### config.mk
export PLATFORM = sky130hd
export DESIGN_NAME = mfp_multifunction_pin_and_irq
export DESIGN_NICKNAME = d
export VERILOG_FILES = /design/src/mfp_pkg.sv /design/src/mfp_multifunction_pin_and_irq.sv
export SDC_FILE = /design/constraint.sdc
export NUM_CORES = 1
export LEC_CHECK = 0
export ABC_CLOCK_PERIOD_IN_PS = 7550
export BUFFER_PORTS_ARGS = -buffer_cell sky130_fd_sc_hd__buf_2
export CAP_MARGIN = 20
export CORE_MARGIN = 2
export CORE_UTILIZATION = 45
export CTS_CLUSTER_DIAMETER = 100
export DETAILED_ROUTE_END_ITERATION = 6
export PLACE_DENSITY_LB_ADDON = 0.25
export SETUP_SLACK_MARGIN = 0.1
export SLEW_MARGIN = 5
export SYNTH_ARGS = -nofsm -noshare
export SYNTH_HDL_FRONTEND = slang
export SYNTH_SLANG_ARGS = --single-unit
### constraint.sdc
create_clock -name sys_clk -period 7.55 [get_ports sys_clk]
set_input_delay 0.755 -clock sys_clk [delete_from_list [all_inputs] [get_ports sys_clk]]
set_output_delay 0.755 -clock sys_clk [all_outputs]
set_load 0.02 [all_outputs]
### src/mfp_pkg.sv
// Package: register map, field layout, reset values and carrier types for the multi-function pin block
package mfp_pkg;

    // Register indexes; byte address is four times the index
    localparam logic [9:0] IDX_PIN1_CONTROL = 10'h079;
    localparam logic [9:0] IDX_PIN4_CONTROL = 10'h07C;
    localparam logic [9:0] IDX_IRQ_STATUS   = 10'h07F;
    localparam logic [9:0] IDX_IRQ_MASK     = 10'h080;
    localparam logic [9:0] IDX_IRQ_POLARITY = 10'h081;
    localparam logic [9:0] IDX_IRQ_DEBOUNCE = 10'h082;
    localparam logic [9:0] IDX_AIF_CONTROL  = 10'h083;

    // Field positions
    localparam int PIN1_PULLUP_BIT   = 5;
    localparam int PIN1_PULLDOWN_BIT = 4;
    localparam int PIN4_MODE_BIT     = 7;
    localparam int AIF_BCLK_DIR_BIT  = 0;
    localparam int IRQ_SUMMARY_BIT   = 10;
    localparam int SRC_MIC_DET       = 0;
    localparam int SRC_MIC_SHORT     = 1;
    localparam int SRC_LOCK          = 2;
    localparam int SRC_EXTRA_A       = 3;
    localparam int SRC_EXTRA_B       = 4;
    localparam int SRC_PIN_ONE       = 5;
    localparam int SRC_WSEQ          = 8;
    localparam int SRC_PIN_FOUR      = 9;
    localparam int SRC_W             = 10;

    // Writable bits of each register and reset values
    localparam logic [15:0] PIN1_WR_MASK   = 16'h003F;
    localparam logic [15:0] PIN4_WR_MASK   = 16'h008F;
    localparam logic [15:0] SRC_BITS       = 16'h033F;
    localparam logic [15:0] AIF_WR_MASK    = 16'h0001;
    localparam logic [15:0] PIN1_RESET     = 16'h0014;
    localparam logic [15:0] PIN4_RESET     = 16'h0000;
    localparam logic [15:0] MASK_RESET     = 16'h033F;

    // Debounce settling time and its cycle count at 100 MHz
    localparam int CLK_PERIOD_NS   = 10;
    localparam int DEBOUNCE_NS     = 1000;
    localparam int DEBOUNCE_CYCLES = (DEBOUNCE_NS + CLK_PERIOD_NS - 1) / CLK_PERIOD_NS;

    // Bus answers
    localparam logic [1:0] RESP_OKAY   = 2'h0;
    localparam logic [1:0] RESP_SLVERR = 2'h2;

    // Pin function codes, shared by both pins
    typedef enum logic [3:0] {
        FN_INPUT     = 4'h0,
        FN_DIV_CLOCK = 4'h1,
        FN_LOW       = 4'h2,
        FN_HIGH      = 4'h3,
        FN_IRQ       = 4'h4,
        FN_LOCK      = 4'h5,
        FN_MIC_DET   = 4'h6,
        FN_MIC_SHORT = 4'h7,
        FN_DIGITAL_MIC_CLOCK_CLK  = 4'h8,
        FN_OSC_CLK   = 4'h9
    } mfp_func_type;

    // Bus master to slave
    typedef struct packed {
        logic        awvalid;
        logic [11:0] awaddr;
        logic        wvalid;
        logic [31:0] wdata;
        logic [3:0]  wstrb;
        logic        bready;
        logic        arvalid;
        logic [11:0] araddr;
        logic        rready;
    } mfp_axi_req_type;

    // Slave to bus master
    typedef struct packed {
        logic        awready;
        logic        wready;
        logic        bvalid;
        logic [1:0]  bresp;
        logic        arready;
        logic        rvalid;
        logic [31:0] rdata;
        logic [1:0]  rresp;
    } mfp_axi_rsp_type;

    // Internal signals offered to the pins and to the interrupt logic
    typedef struct packed {
        logic div_clock;
        logic osc_clock;
        logic digital_mic_clock_clock;
        logic lock;
        logic mic_det;
        logic mic_short;
        logic wseq_done;
        logic aif_bclk_gen;
    } mfp_core_type;

endpackage

### src/mfp_multifunction_pin_and_irq.sv
// Two multi-function pins with interrupt capture, reached over AXI4-Lite
// Notes on behaviour
// - Pin one function code selects output source
// - Pin one pull-up bit5, pull-down bit4
// - Reset: pin one is IRQ, pull-down on
// - Pin four bit7: bit clock or general
// - General mode: bit clock from master pin
// - Pin four code decodes alike, resets input
// - Pin events only when configured as input
// - Sources: pins, extra inputs, lock, mic, sequencer
// - Status bit per source, always readable
// - Status latches until one written there
// - Masked sources latch, do not interrupt
// - Interrupt is OR of unmasked status
// - Interrupt holds until unmasked flags cleared
// - Per-source polarity inversion bit
// - Per-source selectable debounce filter
// - Status layout with summary at bit10
// - Mask bits reset to one
//
// Chosen here: register access over AXI4-Lite.
`timescale 1ns/10ps
module mfp_multifunction_pin_and_irq #(
    parameter int DEBOUNCE_COUNT = mfp_pkg::DEBOUNCE_CYCLES  // Cycles an input must hold before it is believed
) (
    input  wire logic                     sys_clk,              // System clock, 100 MHz
    input  wire logic                     rst,                  // Asynchronous reset, active high
    input  wire mfp_pkg::mfp_axi_req_type axi_req,              // Register bus requests
    output mfp_pkg::mfp_axi_rsp_type      axi_rsp,              // Register bus answers
    input  wire mfp_pkg::mfp_core_type    core,                 // Internal clocks and status, same clock
    input  wire logic                     pin_one_in,           // Pin one level seen at the pad
    output logic                          pin_one_out,          // Pin one drive value
    output logic                          pin_one_oe,           // Pin one drive enable
    output logic                          pin1_pullup_en,       // Pin one pull-up resistor on
    output logic                          pin1_pulldown_en,     // Pin one pull-down resistor on
    input  wire logic                     pin_four_in,          // Pin four level seen at the pad
    output logic                          pin_four_out,         // Pin four drive value
    output logic                          pin_four_oe,          // Pin four drive enable
    input  wire logic                     extra_input_a,        // Dedicated input, asynchronous
    input  wire logic                     extra_input_b,        // Dedicated input, asynchronous
    output logic                          aif_bclk_from_master, // Audio bit clock taken from master clock pin
    output logic                          aif_bclk_master,      // Audio bit clock driven by the device
    output logic                          irq                   // Interrupt level, active high
);
    import mfp_pkg::*;

    ////////////////////////////////////////////////////////////////////////////////
    // Elaboration check
    if (DEBOUNCE_COUNT < 1 || DEBOUNCE_COUNT > 255) begin : g_bad_count
        $error("DEBOUNCE_COUNT must lie in 1..255");
    end

    ////////////////////////////////////////////////////////////////////////////////
    // State of the whole block
    typedef struct packed {
        logic [3:0]                  sync1;       // First synchroniser stage
        logic [3:0]                  sync2;       // Second synchroniser stage
        logic [15:0]                 pin1_control;
        logic [15:0]                 pin4_control;
        logic [15:0]                 aif_control;
        logic [SRC_W-1:0]            status;
        logic [SRC_W-1:0]            mask;
        logic [SRC_W-1:0]            polarity;
        logic [SRC_W-1:0]            debounce;
        logic [SRC_W-1:0]            filt;        // Debounced levels
        logic [SRC_W-1:0][7:0]       db_cnt;      // Per-source stability counters
        logic [SRC_W-1:0]            prev;        // Last conditioned level, for edges
        logic                        aw_got;
        logic [11:0]                 awaddr;
        logic                        w_got;
        logic [31:0]                 wdata;
        logic [3:0]                  wstrb;
        logic                        bvalid;
        logic [1:0]                  bresp;
        logic                        rvalid;
        logic [31:0]                 rdata;
        logic [1:0]                  rresp;
        logic                        p1_out;
        logic                        p1_oe;
        logic                        p4_out;
        logic                        p4_oe;
        logic                        irq;
    } mfp_state_type;

    localparam mfp_state_type STATE_RESET = '{
        pin1_control : PIN1_RESET,
        pin4_control : PIN4_RESET,
        mask         : MASK_RESET[SRC_W-1:0],
        default      : '0
    };

    mfp_state_type state;
    mfp_state_type next_state;

    ////////////////////////////////////////////////////////////////////////////////
    // Shared function decode for both pins: returns {drive enable, value}
    function automatic logic [1:0] mfp_drive(input logic [3:0] sel, input mfp_core_type c, input logic irq_lvl);
        logic [1:0] res;
        res = 2'h0;
        case (sel)
            FN_INPUT:     res = 2'h0;
            FN_DIV_CLOCK: res = {1'b1, c.div_clock};
            FN_LOW:       res = 2'h2;
            FN_HIGH:      res = 2'h3;
            FN_IRQ:       res = {1'b1, irq_lvl};
            FN_LOCK:      res = {1'b1, c.lock};
            FN_MIC_DET:   res = {1'b1, c.mic_det};
            FN_MIC_SHORT: res = {1'b1, c.mic_short};
            FN_DIGITAL_MIC_CLOCK_CLK:  res = {1'b1, c.digital_mic_clock_clock};
            FN_OSC_CLK:   res = {1'b1, c.osc_clock};
            default:      res = 2'h0;          // Reserved codes leave the pin undriven
        endcase
        return res;
    endfunction

    // Merge masked byte lanes into a 16-bit register
    function automatic logic [15:0] mfp_merge(input logic [15:0] old, input logic [31:0] data,
                                              input logic [3:0] strb, input logic [15:0] wmask);
        logic [15:0] res;
        res = old;
        if (strb[0]) begin
            res[7:0] = data[7:0];
        end
        if (strb[1]) begin
            res[15:8] = data[15:8];
        end
        return res & wmask;
    endfunction

    ////////////////////////////////////////////////////////////////////////////////
    // Combinational wiring
    logic [SRC_W-1:0] raw;
    logic [SRC_W-1:0] cond;
    logic [SRC_W-1:0] live;
    logic [SRC_W-1:0] src_en;
    logic [SRC_W-1:0] set_ev;
    logic [SRC_W-1:0] clr;
    logic             aw_hs;
    logic             w_hs;
    logic             ar_hs;
    logic             do_write;
    logic [11:0]      wr_addr;
    logic [31:0]      wr_data;
    logic [3:0]       wr_strb;
    logic [31:0]      rd_val;
    logic             rd_hit;
    logic             wr_hit;
    logic             pin4_general;
    logic [1:0]       drv1;
    logic [1:0]       drv4;

    // Handshake outputs follow the pending flags directly
    assign aw_hs = axi_req.awvalid && !state.aw_got && !state.bvalid;
    assign w_hs  = axi_req.wvalid && !state.w_got && !state.bvalid;
    assign ar_hs = axi_req.arvalid && !state.rvalid;
    // Write goes ahead once both halves are held, in either order
    assign do_write = (state.aw_got || aw_hs) && (state.w_got || w_hs) && !state.bvalid;
    assign wr_addr  = state.aw_got ? state.awaddr : axi_req.awaddr;
    assign wr_data  = state.w_got ? state.wdata : axi_req.wdata;
    assign wr_strb  = state.w_got ? state.wstrb : axi_req.wstrb;

    assign pin4_general = state.pin4_control[PIN4_MODE_BIT];

    ////////////////////////////////////////////////////////////////////////////////
    // Read decode; misaligned or unknown addresses answer with an error
    always_comb begin
        rd_val = 32'h0000_0000;
        rd_hit = (axi_req.araddr[1:0] == 2'h0);
        case (axi_req.araddr[11:2])
            IDX_PIN1_CONTROL: rd_val[15:0] = state.pin1_control;
            IDX_PIN4_CONTROL: rd_val[15:0] = state.pin4_control;
            IDX_AIF_CONTROL:  rd_val[15:0] = state.aif_control;
            IDX_IRQ_STATUS: begin
                rd_val[SRC_W-1:0]      = state.status;
                rd_val[IRQ_SUMMARY_BIT] = |state.status;
            end
            IDX_IRQ_MASK:     rd_val[SRC_W-1:0] = state.mask;
            IDX_IRQ_POLARITY: rd_val[SRC_W-1:0] = state.polarity;
            IDX_IRQ_DEBOUNCE: rd_val[SRC_W-1:0] = state.debounce;
            default:          rd_hit = 1'b0;
        endcase
    end

    ////////////////////////////////////////////////////////////////////////////////
    // Interrupt source conditioning
    always_comb begin
        // pins read only after second stage
        raw                = '0;
        raw[SRC_MIC_DET]   = core.mic_det;
        raw[SRC_MIC_SHORT] = core.mic_short;
        raw[SRC_LOCK]      = core.lock;
        raw[SRC_EXTRA_A]   = state.sync2[2];
        raw[SRC_EXTRA_B]   = state.sync2[3];
        raw[SRC_PIN_ONE]   = state.sync2[0];
        raw[SRC_WSEQ]      = core.wseq_done;
        raw[SRC_PIN_FOUR]  = state.sync2[1];
        src_en               = SRC_BITS[SRC_W-1:0];
        src_en[SRC_PIN_ONE]  = (state.pin1_control[3:0] == FN_INPUT);
        src_en[SRC_PIN_FOUR] = pin4_general && (state.pin4_control[3:0] == FN_INPUT);
        cond = raw ^ state.polarity;
        // debounced level replaces cond when selected
        live = ((state.debounce & state.filt) | (~state.debounce & cond)) & src_en;
        // Capture on the rising edge of the conditioned level
        set_ev = live & ~state.prev;
    end

    ////////////////////////////////////////////////////////////////////////////////
    // Next-state logic
    always_comb begin
        next_state = state;
        clr        = '0;
        wr_hit     = (wr_addr[1:0] == 2'h0);

        next_state.sync1 = {extra_input_b, extra_input_a, pin_four_in, pin_one_in};
        next_state.sync2 = state.sync1;

        for (int i = 0; i < SRC_W; i++) begin
            if (cond[i] == state.filt[i]) begin
                next_state.db_cnt[i] = 8'h00;
            end else if (state.db_cnt[i] == 8'(DEBOUNCE_COUNT - 1)) begin
                next_state.filt[i]   = cond[i];
                next_state.db_cnt[i] = 8'h00;
            end else begin
                next_state.db_cnt[i] = state.db_cnt[i] + 8'h01;
            end
        end
        next_state.prev = live;

        // Write address and data may arrive separately
        if (aw_hs) begin
            next_state.aw_got = 1'b1;
            next_state.awaddr = axi_req.awaddr;
        end
        if (w_hs) begin
            next_state.w_got = 1'b1;
            next_state.wdata = axi_req.wdata;
            next_state.wstrb = axi_req.wstrb;
        end
        if (do_write) begin
            next_state.aw_got = 1'b0;
            next_state.w_got  = 1'b0;
            next_state.bvalid = 1'b1;
            case (wr_addr[11:2])
                IDX_PIN1_CONTROL: next_state.pin1_control = mfp_merge(state.pin1_control, wr_data, wr_strb,
                                                                      PIN1_WR_MASK);
                IDX_PIN4_CONTROL: next_state.pin4_control = mfp_merge(state.pin4_control, wr_data, wr_strb,
                                                                      PIN4_WR_MASK);
                IDX_AIF_CONTROL:  next_state.aif_control = mfp_merge(state.aif_control, wr_data, wr_strb,
                                                                     AIF_WR_MASK);
                IDX_IRQ_STATUS: begin
                    // Each strobed lane clears its own flags; unstrobed lanes clear none
                    clr = wr_data[SRC_W-1:0];
                    if (!wr_strb[0]) begin
                        clr[7:0] = '0;
                    end
                    if (!wr_strb[1]) begin
                        clr[SRC_W-1:8] = '0;
                    end
                end
                IDX_IRQ_MASK:     next_state.mask = SRC_W'(mfp_merge({6'h00, state.mask}, wr_data, wr_strb,
                                                              SRC_BITS));
                IDX_IRQ_POLARITY: next_state.polarity = SRC_W'(mfp_merge({6'h00, state.polarity}, wr_data, wr_strb,
                                                                  SRC_BITS));
                IDX_IRQ_DEBOUNCE: next_state.debounce = SRC_W'(mfp_merge({6'h00, state.debounce}, wr_data, wr_strb,
                                                                  SRC_BITS));
                default:          wr_hit = 1'b0;
            endcase
            next_state.bresp = wr_hit ? RESP_OKAY : RESP_SLVERR;
        end else if (state.bvalid && axi_req.bready) begin
            next_state.bvalid = 1'b0;
        end

        // Read answer one cycle after the address is taken
        if (ar_hs) begin
            next_state.rvalid = 1'b1;
            next_state.rdata  = rd_val;
            next_state.rresp  = rd_hit ? RESP_OKAY : RESP_SLVERR;
        end else if (state.rvalid && axi_req.rready) begin
            next_state.rvalid = 1'b0;
        end

        // new event wins over a clear in the same cycle
        next_state.status = ((state.status & ~clr) | set_ev) & SRC_BITS[SRC_W-1:0];

        // level holds until those flags clear
        next_state.irq = |(next_state.status & ~next_state.mask);

        // pin one output from its function code
        drv1               = mfp_drive(state.pin1_control[3:0], core, state.irq);
        next_state.p1_oe   = drv1[1];
        next_state.p1_out  = drv1[0];

        // no bit clock drive in general mode
        if (pin4_general) begin
            drv4 = mfp_drive(state.pin4_control[3:0], core, state.irq);
        end else begin
            drv4 = {state.aif_control[AIF_BCLK_DIR_BIT], core.aif_bclk_gen};
        end
        next_state.p4_oe  = drv4[1];
        next_state.p4_out = drv4[0];
    end

    ////////////////////////////////////////////////////////////////////////////////
    // State register
    // reset selects interrupt output, pull-down on
    always_ff @(posedge sys_clk or posedge rst) begin
        if (rst) begin
            state <= STATE_RESET;
        end else begin
            state <= next_state;
        end
    end

    ////////////////////////////////////////////////////////////////////////////////
    // Outputs
    assign axi_rsp.awready  = !state.aw_got && !state.bvalid;
    assign axi_rsp.wready   = !state.w_got && !state.bvalid;
    assign axi_rsp.bvalid   = state.bvalid;
    assign axi_rsp.bresp    = state.bresp;
    assign axi_rsp.arready  = !state.rvalid;
    assign axi_rsp.rvalid   = state.rvalid;
    assign axi_rsp.rdata    = state.rdata;
    assign axi_rsp.rresp    = state.rresp;
    assign pin_one_out      = state.p1_out;
    assign pin_one_oe       = state.p1_oe;
    // resistor enables straight from their bits
    assign pin1_pullup_en   = state.pin1_control[PIN1_PULLUP_BIT];
    assign pin1_pulldown_en = state.pin1_control[PIN1_PULLDOWN_BIT];
    assign pin_four_out     = state.p4_out;
    assign pin_four_oe      = state.p4_oe;
    // master clock pin feeds the bit clock in general mode
    assign aif_bclk_from_master = pin4_general;
    // Direction is forced to slave in general mode; software should also clear it
    assign aif_bclk_master  = state.aif_control[AIF_BCLK_DIR_BIT] && !pin4_general;
    assign irq              = state.irq;

endmodule

# Yosys cells after proc, flatten, opt, wreduce, memory -nomap -nowiden
# Cells that the tools add are included.
[word_totals]
register_bits = 226
output_inout_bits = 50
word_cells = 236
[op_classes]
n_addsub = 10
n_eq_ne = 52
muxes = 55
bitwise = 23
n_reduce_logical = 49
[ops]
columns = ["cell", "count"]
rows = [
  ["$mux W8", 21],
  ["$add A8 B1 Y8 const B", 10],
  ["$eq A10 B8 Y1 const B", 8],
  ["$eq A8 B7 Y1 const B", 10],
  ["$pmux W10 S7", 1],
  ["$and A10 B10 Y10", 6],
  ["$eq A10 B7 Y1 const B", 6],
  ["$mux W10", 6],
  ["$not A10 Y10", 4],
  ["$mux W37", 1],
  ["$pmux W2 S9", 2],
  ["$eq A4 B3 Y1 const B", 8],
  ["$mux W30", 1],
  ["$reduce_and A3 Y1", 7],
  ["$or A10 B10 Y10", 2],
  ["$reduce_and A2 Y1", 10],
  ["$mux W6", 3],
  ["$eq A4 B2 Y1 const B", 4],
  ["$eq A4 B4 Y1 const B", 4],
  ["$mux W2", 8],
  ["$reduce_or A7 Y1", 2],
  ["$logic_and A1 B1 Y1", 13],
  ["$mux W13", 1],
  ["$mux W12", 1],
  ["12 further kinds", 50],
]

# Longest topological paths before layout
# Gate-level depths: netlist of the first run.
[depth]
depth_word = 12
depth_mapped = 9

# Least setup slack after synthesis of the first run
# Ideal clock, no wire load.
[synth_path]
path_kind = "input port to flip-flop"
from = "input port axi_req[4] (netlist bit)"
to = "register state (netlist bit axi_rsp[10])"
setup_ns = 0.133
arrival_time_ns = 2.248
path_slack_ns = 5.169
cell_stages = 8
cell_sequence = "clkbuf_1 -> nor2b_1 -> clkbuf_1 -> and4_1 -> clkbuf_1 -> o41ai_1 -> clkbuf_1 -> o21ai_0"
[synth_between]
elab_chain_len = 2
elab_cells_between_ends = 8
classes_between = "eq/ne (7); mux (1)"
[synth_rtl]
columns = ["item", "line_no", "text"]
rows = [
  ["start, declared", "mfp_multifunction_pin_and_irq.sv:28", "input wire mfp_pkg::mfp_axi_req_type axi_req,"],
  ["$eq A10 B8 Y1 (tied with other cells)", "mfp_multifunction_pin_and_irq.sv:169", "case (axi_req.araddr[11:2])"],
  ["$pmux W10 S7 *", "mfp_multifunction_pin_and_irq.sv:169", ""],
  ["end signal, assigned", "mfp_multifunction_pin_and_irq.sv:310", "state <= next_state;"],
  ["end, declared", "mfp_multifunction_pin_and_irq.sv:92", "mfp_state_type state;"],
]
# Every way passes the cells marked *; elsewhere a longest branch is shown, timed or not.
# A chain may end at the register's enable or synchronous reset.

==> results.md, run 1 <==
- DP Wirelength: 12,620 um
- Final setup vio count: 0
- Worst-path maximum fanout: 15
- Reg area: 4492 um^2
- Pleak: between 4 and 5 nW
- Antenna Violating Nets Remaining: 0
- Largest net degree at the start of global routing: 69
- Synth warn: 0
- Post-synth cell types: 57
- Critical path class: register to register
- Starting Density: 45.86%
- Die X: approximately 140 um
- RSZ-0062 raised after global routing: false
- Total negative slack: 0 ns
- Sinks on Clock Net: 179
- Cell Pwr Density: roughly 260 nW/um^2
- Worst slew pin tran: 1.104 ns
- Fill count: 1,698
- Num ports: 129
- Post-synth EDFFs: 0
- Number of max-cap violations: 0
- Area occupied by multi-input gates: roughly 3700 um^2
- Post-synth top area share: 49.47%
- DRT iter0 DRCs: 354
- Port Buf Inserts: 80
- Total number of vias: 5,765
- Final GP Congestion: between 0.8 and 0.9
- Final Slew Violations: 0
- Longest Clk Path Bufs: 2
- Most frequent cell after synthesis: dfrtp_1
- Resize count post-CTS: 0
- Cell taking the most area after synthesis: dfrtp_1
- Worst path slowest cell: nor4b_2
- Cells after synthesis: 779
- CP arrival: around 3.2 ns
- Routed len/inst: between 15 and 20 um
- Flops & latches, synth: about 180
- Slowest stage delay, CP: about 0.87 ns
- Initial antenna violation count: 0
- Fin. Hold Viols: 0
- HP Class: register to register
- CTS Hold Bufs: 0
- Ant diodes: 0
- Core Rows: 50
- CP delay by family, top: simple AND/OR/NAND/NOR gates
- Most frequent cells after synthesis: dfrtp_1, nor2_1, mux2_2, nand2_1, xor2_1
- Drt pass-1 iters: 5
- Slew margin rel.: 25.82%
- Gr ovfl total: 0
- Setup bufs post-CTS: 0
- Synth area leaders: dfrtp_1, mux2_2, xor2_1, nor2_1, buf_4
- Total power: 2.444 mW
- Syn Std Cell Area: between 8000 and 9000 um^2
- Worst setup SP type: register
- Buffers & Inverters on Critical Path: 0
- Total Routing Usage GR: between 10% and 20%
- Clk slew on worst S/H paths: 0.06 ns
- Routed vias/inst: 5.255
- First-pass GRT wire length: about 29,000 um
- Layout cells sized above 1: 24.68%
- Post-Syn Area per Cell: 10.97 um^2
- Die area: 20,120 um^2
- Core area: 18,640 um^2
- Layout area overhead: 12.03%
- Worst EP required: 7.84 ns
- H-tree levels: 4
- Sequential area share after synthesis: 52.54%
- Die Span Y: 141.8 um
- Final period utilization: 38.41%
- Vias in the first global route: between 5,000 and 6,000
- Final wirelength: 17,690 um
- Final Critical Period: 2.900 ns
- CTS root buffer: clkbuf_16
- Status: completed
- Ys async rst share: 100.0%
- Skew-Pair Late Insertion Delay: approximately 0.43 ns
- CTS tree: done
- Setup crit end kind: register
- Final Skew: 0.008330 ns
- Finished Cell Area: 9578 um^2
- Post-route DRC: 0
- Placed instance area: 9002 um^2
- Fmax: 344.8 MHz
- Total CTS buffers: 17
- Maximum vdd ir drop: 0.1860 mV
- Most common flop cell mapped by yosys: dfrtp_1
- Final layout net count: approximately 940
- Critical-path cell list: o21ba_2, nand3_1, nor4b_2, o21ai_0, a22oi_1, nand4_1
==> layer usage <==
layer / part of all wire [%] / track usage (%) / routed length, um
met1: 49 / 26.55 / 8699
met5: 0 / 0 / 0
met2: 45 / 28.21 / 7970
met3: 4.4 / 4.387 / 777
met4: 1.4 / 5.474 / 246
==> registers in the layout, summed over array words and instances, names as in the netlist, 4 cells and up, named ones only <==
| register | count |
|---|---|
| state | 146 |
| axi_rsp | 15 |
| next_state | 4 |
| raw | 4 |
==> final cells by class <==
class	count	area share (%)
Inverter	33	1.346
Clock buffer	19	4.624
Sequential cell	179	46.90
Multi-Input combinational cell	534	38.12
Clock inverter	13	1.385
Tap cell	234	3.057
Timing Repair Buffer	85	4.572
==> worst paths after layout <==
| kind | startpoint | to | slack, ns | cells after the start |
|---|---|---|---|---|
| worst max-delay path | state[79]$_DFFE_PP0P_ | irq$_DFF_PP0_ | 4.65 | 6 |
| worst min-delay path | next_state[282]$_DFF_PP0_ | raw[9]$_DFF_PP0_ | 0.35 | 0 |
| worst max register to register | state[79]$_DFFE_PP0P_ | irq$_DFF_PP0_ | 4.65 | 6 |
| worst min register to register | next_state[282]$_DFF_PP0_ | raw[9]$_DFF_PP0_ | 0.35 | 0 |
| max in group asynchronous | rst | asynchronous set/reset pin | 5.94 | 3 |
| min in group asynchronous | rst | state[138]$_DFF_PP0_ | 0.37 | 2 |
==> power by group <==
part	total [mW]	internal, mW	switching, mW
logic	0.421	0.186	0.235
clock network	0.871	0.495	0.375
registers	1.15	1.06	0.0905
==> stage by stage <==
stage | hold WS (ns) | util, % | setup WS, ns | std cells
floorplan | 0.3312 | - | 1.953 | 801
global placement | 0.3328 | 48.29 | 4.567 | 1065
detailed placement | 0.3358 | 48.29 | 4.501 | 1065
CTS | 0.3507 | 51.38 | 4.689 | 1097
global route | 0.3590 | 51.38 | 4.449 | 1097
finish | 0.3487 | 51.38 | 4.650 | 1097
==> cells in the final DEF (no fill, tap or decap), drive strengths merged, types with 3 or more instances in the layout <==
cell	netlist	layout
a21oi	13	13
a221o	7	7
a221oi	7	7
a22oi	15	15
and2	8	8
and3	4	4
buf	42	85
clkbuf	13	19
clkinv	0	8
conb	1	23
dfrtp	169	169
dfstp	10	10
ha	8	8
inv	33	35
mux2	73	73
mux2i	16	16
nand2	51	51
nand2b	10	10
nand3	39	39
nand4	5	5
nand4b	3	3
nand4bb	3	3
nor2	90	90
nor2b	7	7
nor3	17	17
nor4	9	9
o21ai	31	31
o22ai	4	4
or4b	4	4
xnor2	22	22
xor2	42	42
==> cells by family (layout without fill, tap and decap cells) <==
group	after synthesis	after routing	synth area share (%)
adder cells (fa/ha/maj)	8	8	1.171
flip-flops	179	179	52.54
AND/OR/NAND/NOR	260	260	15.06
AO/OA/AOI/OAI	90	90	7.420
multiplexers	89	89	11.49
buffers and inverters	88	150	5.722
other	1	23	0.04386
XOR/XNOR	64	64	6.556
Note: power is estimated with default switching activity, not from simulation.
==> run 2: changes to the inputs <==
--- a/config.mk
+++ b/config.mk
@@ -5,7 +5,7 @@
 export SDC_FILE = /design/constraint.sdc
 export NUM_CORES = 1
 export LEC_CHECK = 0
-export ABC_CLOCK_PERIOD_IN_PS = 7550
+export ABC_CLOCK_PERIOD_IN_PS = 2700
 export BUFFER_PORTS_ARGS = -buffer_cell sky130_fd_sc_hd__buf_2
 export CAP_MARGIN = 20
 export CORE_MARGIN = 2
==> constraint.sdc (replaced) <==
create_clock -name sys_clk -period 2.7 [get_ports sys_clk]
set_input_delay 0.27 -clock sys_clk [delete_from_list [all_inputs] [get_ports sys_clk]]
set_output_delay 0.27 -clock sys_clk [all_outputs]
set_load 0.02 [all_outputs]
==> results.md, run 2 (synthesis gave the netlist of run 1 again) <==
- Fin. Hold Viols: 0
- Gr ovfl total: 0
- NetSw: 1.914 mW
- Combinational Power Share: 18.1%
- Status: completed
- Critical Path Start: state[92]$_DFFE_PP0P_
- Critical-path cell list: or2_2, nand3_1, nor4b_2, buf_4, o21ai_0, a22oi_1, nand4_1
- Hold_sp: axi_req[0]
- Die Span Y: between 100 and 150 um
- Hold depth: 2
- Clk slew on worst S/H paths: around 0.070 ns
- CTS root buffer: clkbuf_16
- Largest net degree at the start of global routing: 74
- Initial antenna violation count: 0
- Core Rows: 50
- DRT iter0 DRCs: 373
- Layout area overhead: 14.11%
- Buffers & Inverters on Critical Path: 1
- Total negative slack: 0 ns
- Resize count post-CTS: 0
- Num ports: ~130
- Top reg by flops: state
- Final Slew Violations: 0
- Most frequent cells in the layout: dfrtp_1, nor2_1, buf_2, mux2_2, nand2_1
- Longest Clk Path Bufs: 2
- Stages on the worst setup path: 7
- Worst path slowest cell: dfrtp_1
- Final setup vio count: 0
- Critical path class: register to register
- Final Critical Period: 2.310 ns
- Clock power frac: about a third
- Total power: roughly 7 mW
- Slowest stage delay, CP: about 0.59 ns
- Pleak: 4.512 nW
- Worst setup SP type: register
- Routed len/inst: 15.81 um
- CTS tree: done
- Placed instance area: 9136 um^2
- Final layout net count: 955
- H-tree levels: 4
- Pre-CTS setup slack: 0.3893 ns
- Total number of vias: 5,772
- Slew margin rel.: 39.80%
- Port Buf Inserts: 80
- RR Startpoint: state[92]$_DFFE_PP0P_
- Starting Density: 45.86%
- Total Routing Usage GR: 18.62%
- Ant diodes: 0
- CP arrival: 2.62 ns
- Routed vias/inst: 5.181
- RSZ-0062 raised after global routing: false
- Commonest non-fill, non-tap cell in the layout: dfrtp_1
- Sinks on Clock Net: roughly 180
- CP delay by family, top: simple AND/OR/NAND/NOR gates
- Layout cells sized above 1: 25.45%
- Max reg flops: 146
- Post-route DRC: 0
- Final GP Congestion: ~0.85
- Maximum vdd ir drop: between 0.4 and 0.5 mV
- DP Wirelength: 12,780 um
- Skew-Pair Late Insertion Delay: 0.44 ns
- Worst EP required: between 3 and 4 ns
- HP Class: input port to register
- Sequential fraction of design power: 46.8%
- Setup bufs post-CTS: 0
- Final WS setup: 0.3897 ns
- Sw frac: 27.99%
- Vias in the first global route: 5,651
- Drt pass-1 iters: 5
- Register-to-Register Path Depth: 7
- Die X: 141.8 um
- Fmax: 432.8 MHz
- Worst slew pin tran: 0.8913 ns
- Pint: 4.925 mW
- Die area: about 20,000 um^2
- Final Skew: 0.007189 ns
- First-pass GRT wire length: a little under 30,000 um
- Number of max-cap violations: 0
- Setup crit end kind: register
- Final period utilization: a little under nine tenths
- Antenna Violating Nets Remaining: 0
- Cell Pwr Density: 701.0 nW/um^2
- Core area: 18,640 um^2
- CTS Hold Bufs: 5
- Final wirelength: ~18,000 um
- Total CTS buffers: 17
- Finished Cell Area: between 9000 and 10,000 um^2
- Worst-path maximum fanout: 11
==> run 2: changes by cell type in the layout (fill, tap and decap cells not counted), sizes merged <==
| cell | before | now |
|---|---|---|
| dlygate4sd3 | 0 | 5 |
| clkinvlp | 1 | 3 |
| clkbuf | 19 | 21 |
| clkinv | 8 | 6 |
| inv | 35 | 32 |
| buf | 85 | 98 |
==> run 2: worst register-to-register path: cells and delay by family, from the launching register on <==
kind	cells	cell delay, ns
AOI/OAI and AO/OA	2	0.39
buffers and inverters	1	0.21
DFF	1	0.59
and+or+nand+nor	4	0.99
==> run 2: per-layer routing <==
metal,routed length [um],up-vias,track usage [%]
met5,0,-,0
met4,348,0,6.579
met3,879,26,4.084
met2,8034,132,28.95
met1,8353,2791,25.90
li1,-,2823,-
==> run 2: power by group through the flow <==
stage | Clock [mW] | Combinational [mW] | Sequential (mW)
3_5_place_dp | 0 | 1.24 | 3.24
6_report | 2.40 | 1.24 | 3.20
2_1_floorplan | 0 | 1.02 | 3.16
4_1_cts | 2.46 | 1.25 | 3.20
3_3_place_gp | 0 | 1.23 | 3.23
5_1_grt | 2.57 | 1.39 | 3.24
==> run 2: final cells by class <==
type,instances,area [um^2]
Clock buffer,21,460.4
Tap cell,234,292.8
Timing Repair Buffer,103,623.1
Inverter,33,127.6
Sequential cell,179,4492
Multi-Input combinational cell,534,3651
Fill cell,1679,8887
Clock inverter,10,108.9
==> run 2: metrics by stage <==
step | util (%) | instances | hold WS [ns]
final | 52.33 | 1114 | 0.01652
after global routing | 52.33 | 1114 | 0.02956
after CTS | 52.33 | 1114 | 0.01147
after detailed placement | 49.01 | 1078 | 0.2779
after global placement | 49.01 | 1078 | 0.2807
after floorplan | - | 801 | 0.3014
==> run 2: worst paths after layout <==
| path | to | slack (ns) |
|---|---|---|
| min in group asynchronous | state[134]$_DFF_PP0_ | 0.37 |
| max in group asynchronous | state[222]$_DFF_PP1_ | 1.60 |
| worst min-delay path | axi_rsp[34]$_DFFE_PP0P_ | 0.02 |
| worst max register to register | irq$_DFF_PP0_ | 0.39 |
| worst max-delay path | irq$_DFF_PP0_ | 0.39 |
| worst min register to register | raw[4]$_DFF_PP0_ | 0.35 |
==> run 3: changes to the inputs <==
--- a/config.mk
+++ b/config.mk
@@ -8,9 +8,10 @@
 export ABC_CLOCK_PERIOD_IN_PS = 2700
 export BUFFER_PORTS_ARGS = -buffer_cell sky130_fd_sc_hd__buf_2
 export CAP_MARGIN = 20
+export CORE_ASPECT_RATIO = 1.75
 export CORE_MARGIN = 2
 export CORE_UTILIZATION = 45
-export CTS_CLUSTER_DIAMETER = 100
+export CTS_CLUSTER_DIAMETER = 50
 export DETAILED_ROUTE_END_ITERATION = 6
 export PLACE_DENSITY_LB_ADDON = 0.25
 export SETUP_SLACK_MARGIN = 0.1
==> results.md, run 3 (synthesis gave the netlist of run 1 again) <==
- Hold_sp: axi_req[23]
- CP arrival: 2.64 ns
- Final wirelength: 18,680 um
- Vias in the first global route: approximately 6,000
- Top reg by flops: state
- Fin. Hold Viols: 0
- Port Buf Inserts: 80
- Clk slew on worst S/H paths: 0.07 ns
- Area occupied by multi-input gates: 3651 um^2
- Final Slew Violations: 0
- Layout area overhead: 14.47%
- DP Cell Count: approximately 1,100
- CTS root buffer: clkbuf_16
- Core area: 18,580 um^2
- Total Routing Usage GR: about a fifth
- Fmax: around 430 MHz
- Critical Path Start: state[79]$_DFFE_PP0P_
- Worst-path maximum fanout: 11
- Routed len/inst: 16.62 um
- Number of max-cap violations: 0
- Worst slew pin tran: 0.7590 ns
- Starting Density: 46.01%
- RSZ-0062 raised after global routing: false
- CTS tree: done
- Final Non-Filler Cells: between 1,000 and 1,500
- Longest Clk Path Bufs: 2
- Total CTS buffers: 17
- Initial antenna violation count: 0
- Final setup vio count: 0
- Critical path class: register to register
- Die area: 20,160 um^2
- Reg2reg setup slack: 0.36 ns
- Final layout net count: 960
- Final Skew: 0.008364 ns
- Final period utilization: 86.54%
- Die Span Y: 186.3 um
- Fill count: around 1,700
- Commonest non-fill, non-tap cell in the layout: dfrtp_1
- Post-route DRC: 0
- RR Startpoint: state[79]$_DFFE_PP0P_
- Gr ovfl total: 0
- Status: completed
- Die X: 108.2 um
- Routed vias/inst: 5.222
- Largest net degree at the start of global routing: 94
- Total number of vias: 5,869
- Antenna Violating Nets Remaining: 0
- Setup crit end kind: register
- Worst EP required: approximately 3 ns
- First-pass GRT wire length: 31,030 um
- DRT iter0 DRCs: 230
- Total power: 6.890 mW
- Drt pass-1 iters: 4
- Max reg flops: roughly 150
- Slew margin rel.: 49.30%
- Maximum vdd ir drop: 0.4712 mV
- DP Wirelength: about 14,000 um
- Sinks on Clock Net: 179
- Worst setup SP type: register
- Cell Pwr Density: 704.0 nW/um^2
- H-tree levels: 4
- Core Rows: 66
- Util after Layout: 52.67%
- Skew-Pair Late Insertion Delay: about 0.44 ns
- Pleak: roughly 4.5 nW
- Ant diodes: 0
- HP Class: input port to register
- Num ports: 129
- Setup bufs post-CTS: 0
- Total negative slack: 0 ns
- Final GP Congestion: ~0.84
- Most frequent cells in the layout: dfrtp_1, nor2_1, buf_2, mux2_2, nand2_1
- Reg area: 4493 um^2
- Layout cells sized above 1: 25.85%
- Final Critical Period: ~2.3 ns
-- run 3: cell types whose count changed in the layout (fill, tap and decap cells not counted), sizes merged --
cell | before | now
clkinv | 6 | 5
buf | 98 | 100
clkinvlp | 3 | 4
dlygate4sd3 | 5 | 7
inv | 32 | 34
-- run 3: worst max-delay path, cell delays in order, from the launching register on --
cell and delay, ns:
dfrtp_1 0.60, o21ba_2 0.25, nand3_1 0.27, a2111oi_4 0.35, buf_4 0.24, mux2i_1 0.12, a22oi_1 0.23, nand4_1 0.15
-- run 3: area by class of cell --
| class | instances | share of cell area (%) |
|---|---|---|
| Clock buffer | 20 | 4.564 |
| Clock inverter | 12 | 1.355 |
| Inverter | 33 | 1.304 |
| Multi-Input combinational cell | 534 | 37.31 |
| Sequential cell | 179 | 45.91 |
| Tap cell | 238 | 3.043 |
| Timing Repair Buffer | 108 | 6.520 |
-- run 3: repair_timing --
item                                    CTS  global route
endpoints found under the setup margin    0             1
gates resized for setup                   0             1
hold endpoints to repair                  9             0
hold buffers                              7             0
-- run 3: final timing paths --
path | endpoint | depth (start not counted)
hold / removal | state[51]$_DFFE_PP0P_ | 2
min in group asynchronous | state[148]$_DFF_PP0_ | 3
setup reg to reg | irq$_DFF_PP0_ | 7
setup / recovery | irq$_DFF_PP0_ | 7
max in group asynchronous | state[85]$_DFFE_PP0P_ | 4
hold reg to reg | raw[3]$_DFF_PP0_ | 0
-- run 3: metrics by stage --
| step | hold slack (ns) | area, um^2 | setup slack [ns] |
|---|---|---|---|
| floorplan | 0.3014 | 8636 | 0.1436 |
| finish | 0.07336 | 9787 | 0.3635 |
| CTS | 0.05800 | 9781 | 0.2699 |
| global route | 0.07684 | 9787 | 0.2513 |
| global placement | 0.1834 | 9131 | 0.3019 |
| detailed placement | 0.1839 | 9131 | 0.2947 |
-- run 3: power breakdown --
group	internal [mW]	total [mW]	switching (mW)
combinational	0.545	1.22	0.671
clock	1.39	2.46	1.07
sequential	2.97	3.21	0.240
total	4.91	6.89	1.98
-- run 3: routing by layer --
layer  global-route usage (%)  routed length (um)  part of all wire (%)  vias to the layer above
li1                         -                   -                     -                     2832
met1                    22.38                7169                    38                     2886
met2                    36.07               10360                    55                      118
met3                    4.017                 571                   3.1                       33
met4                    8.432                 577                   3.1                        0
met5                        0                   0                     0                        -
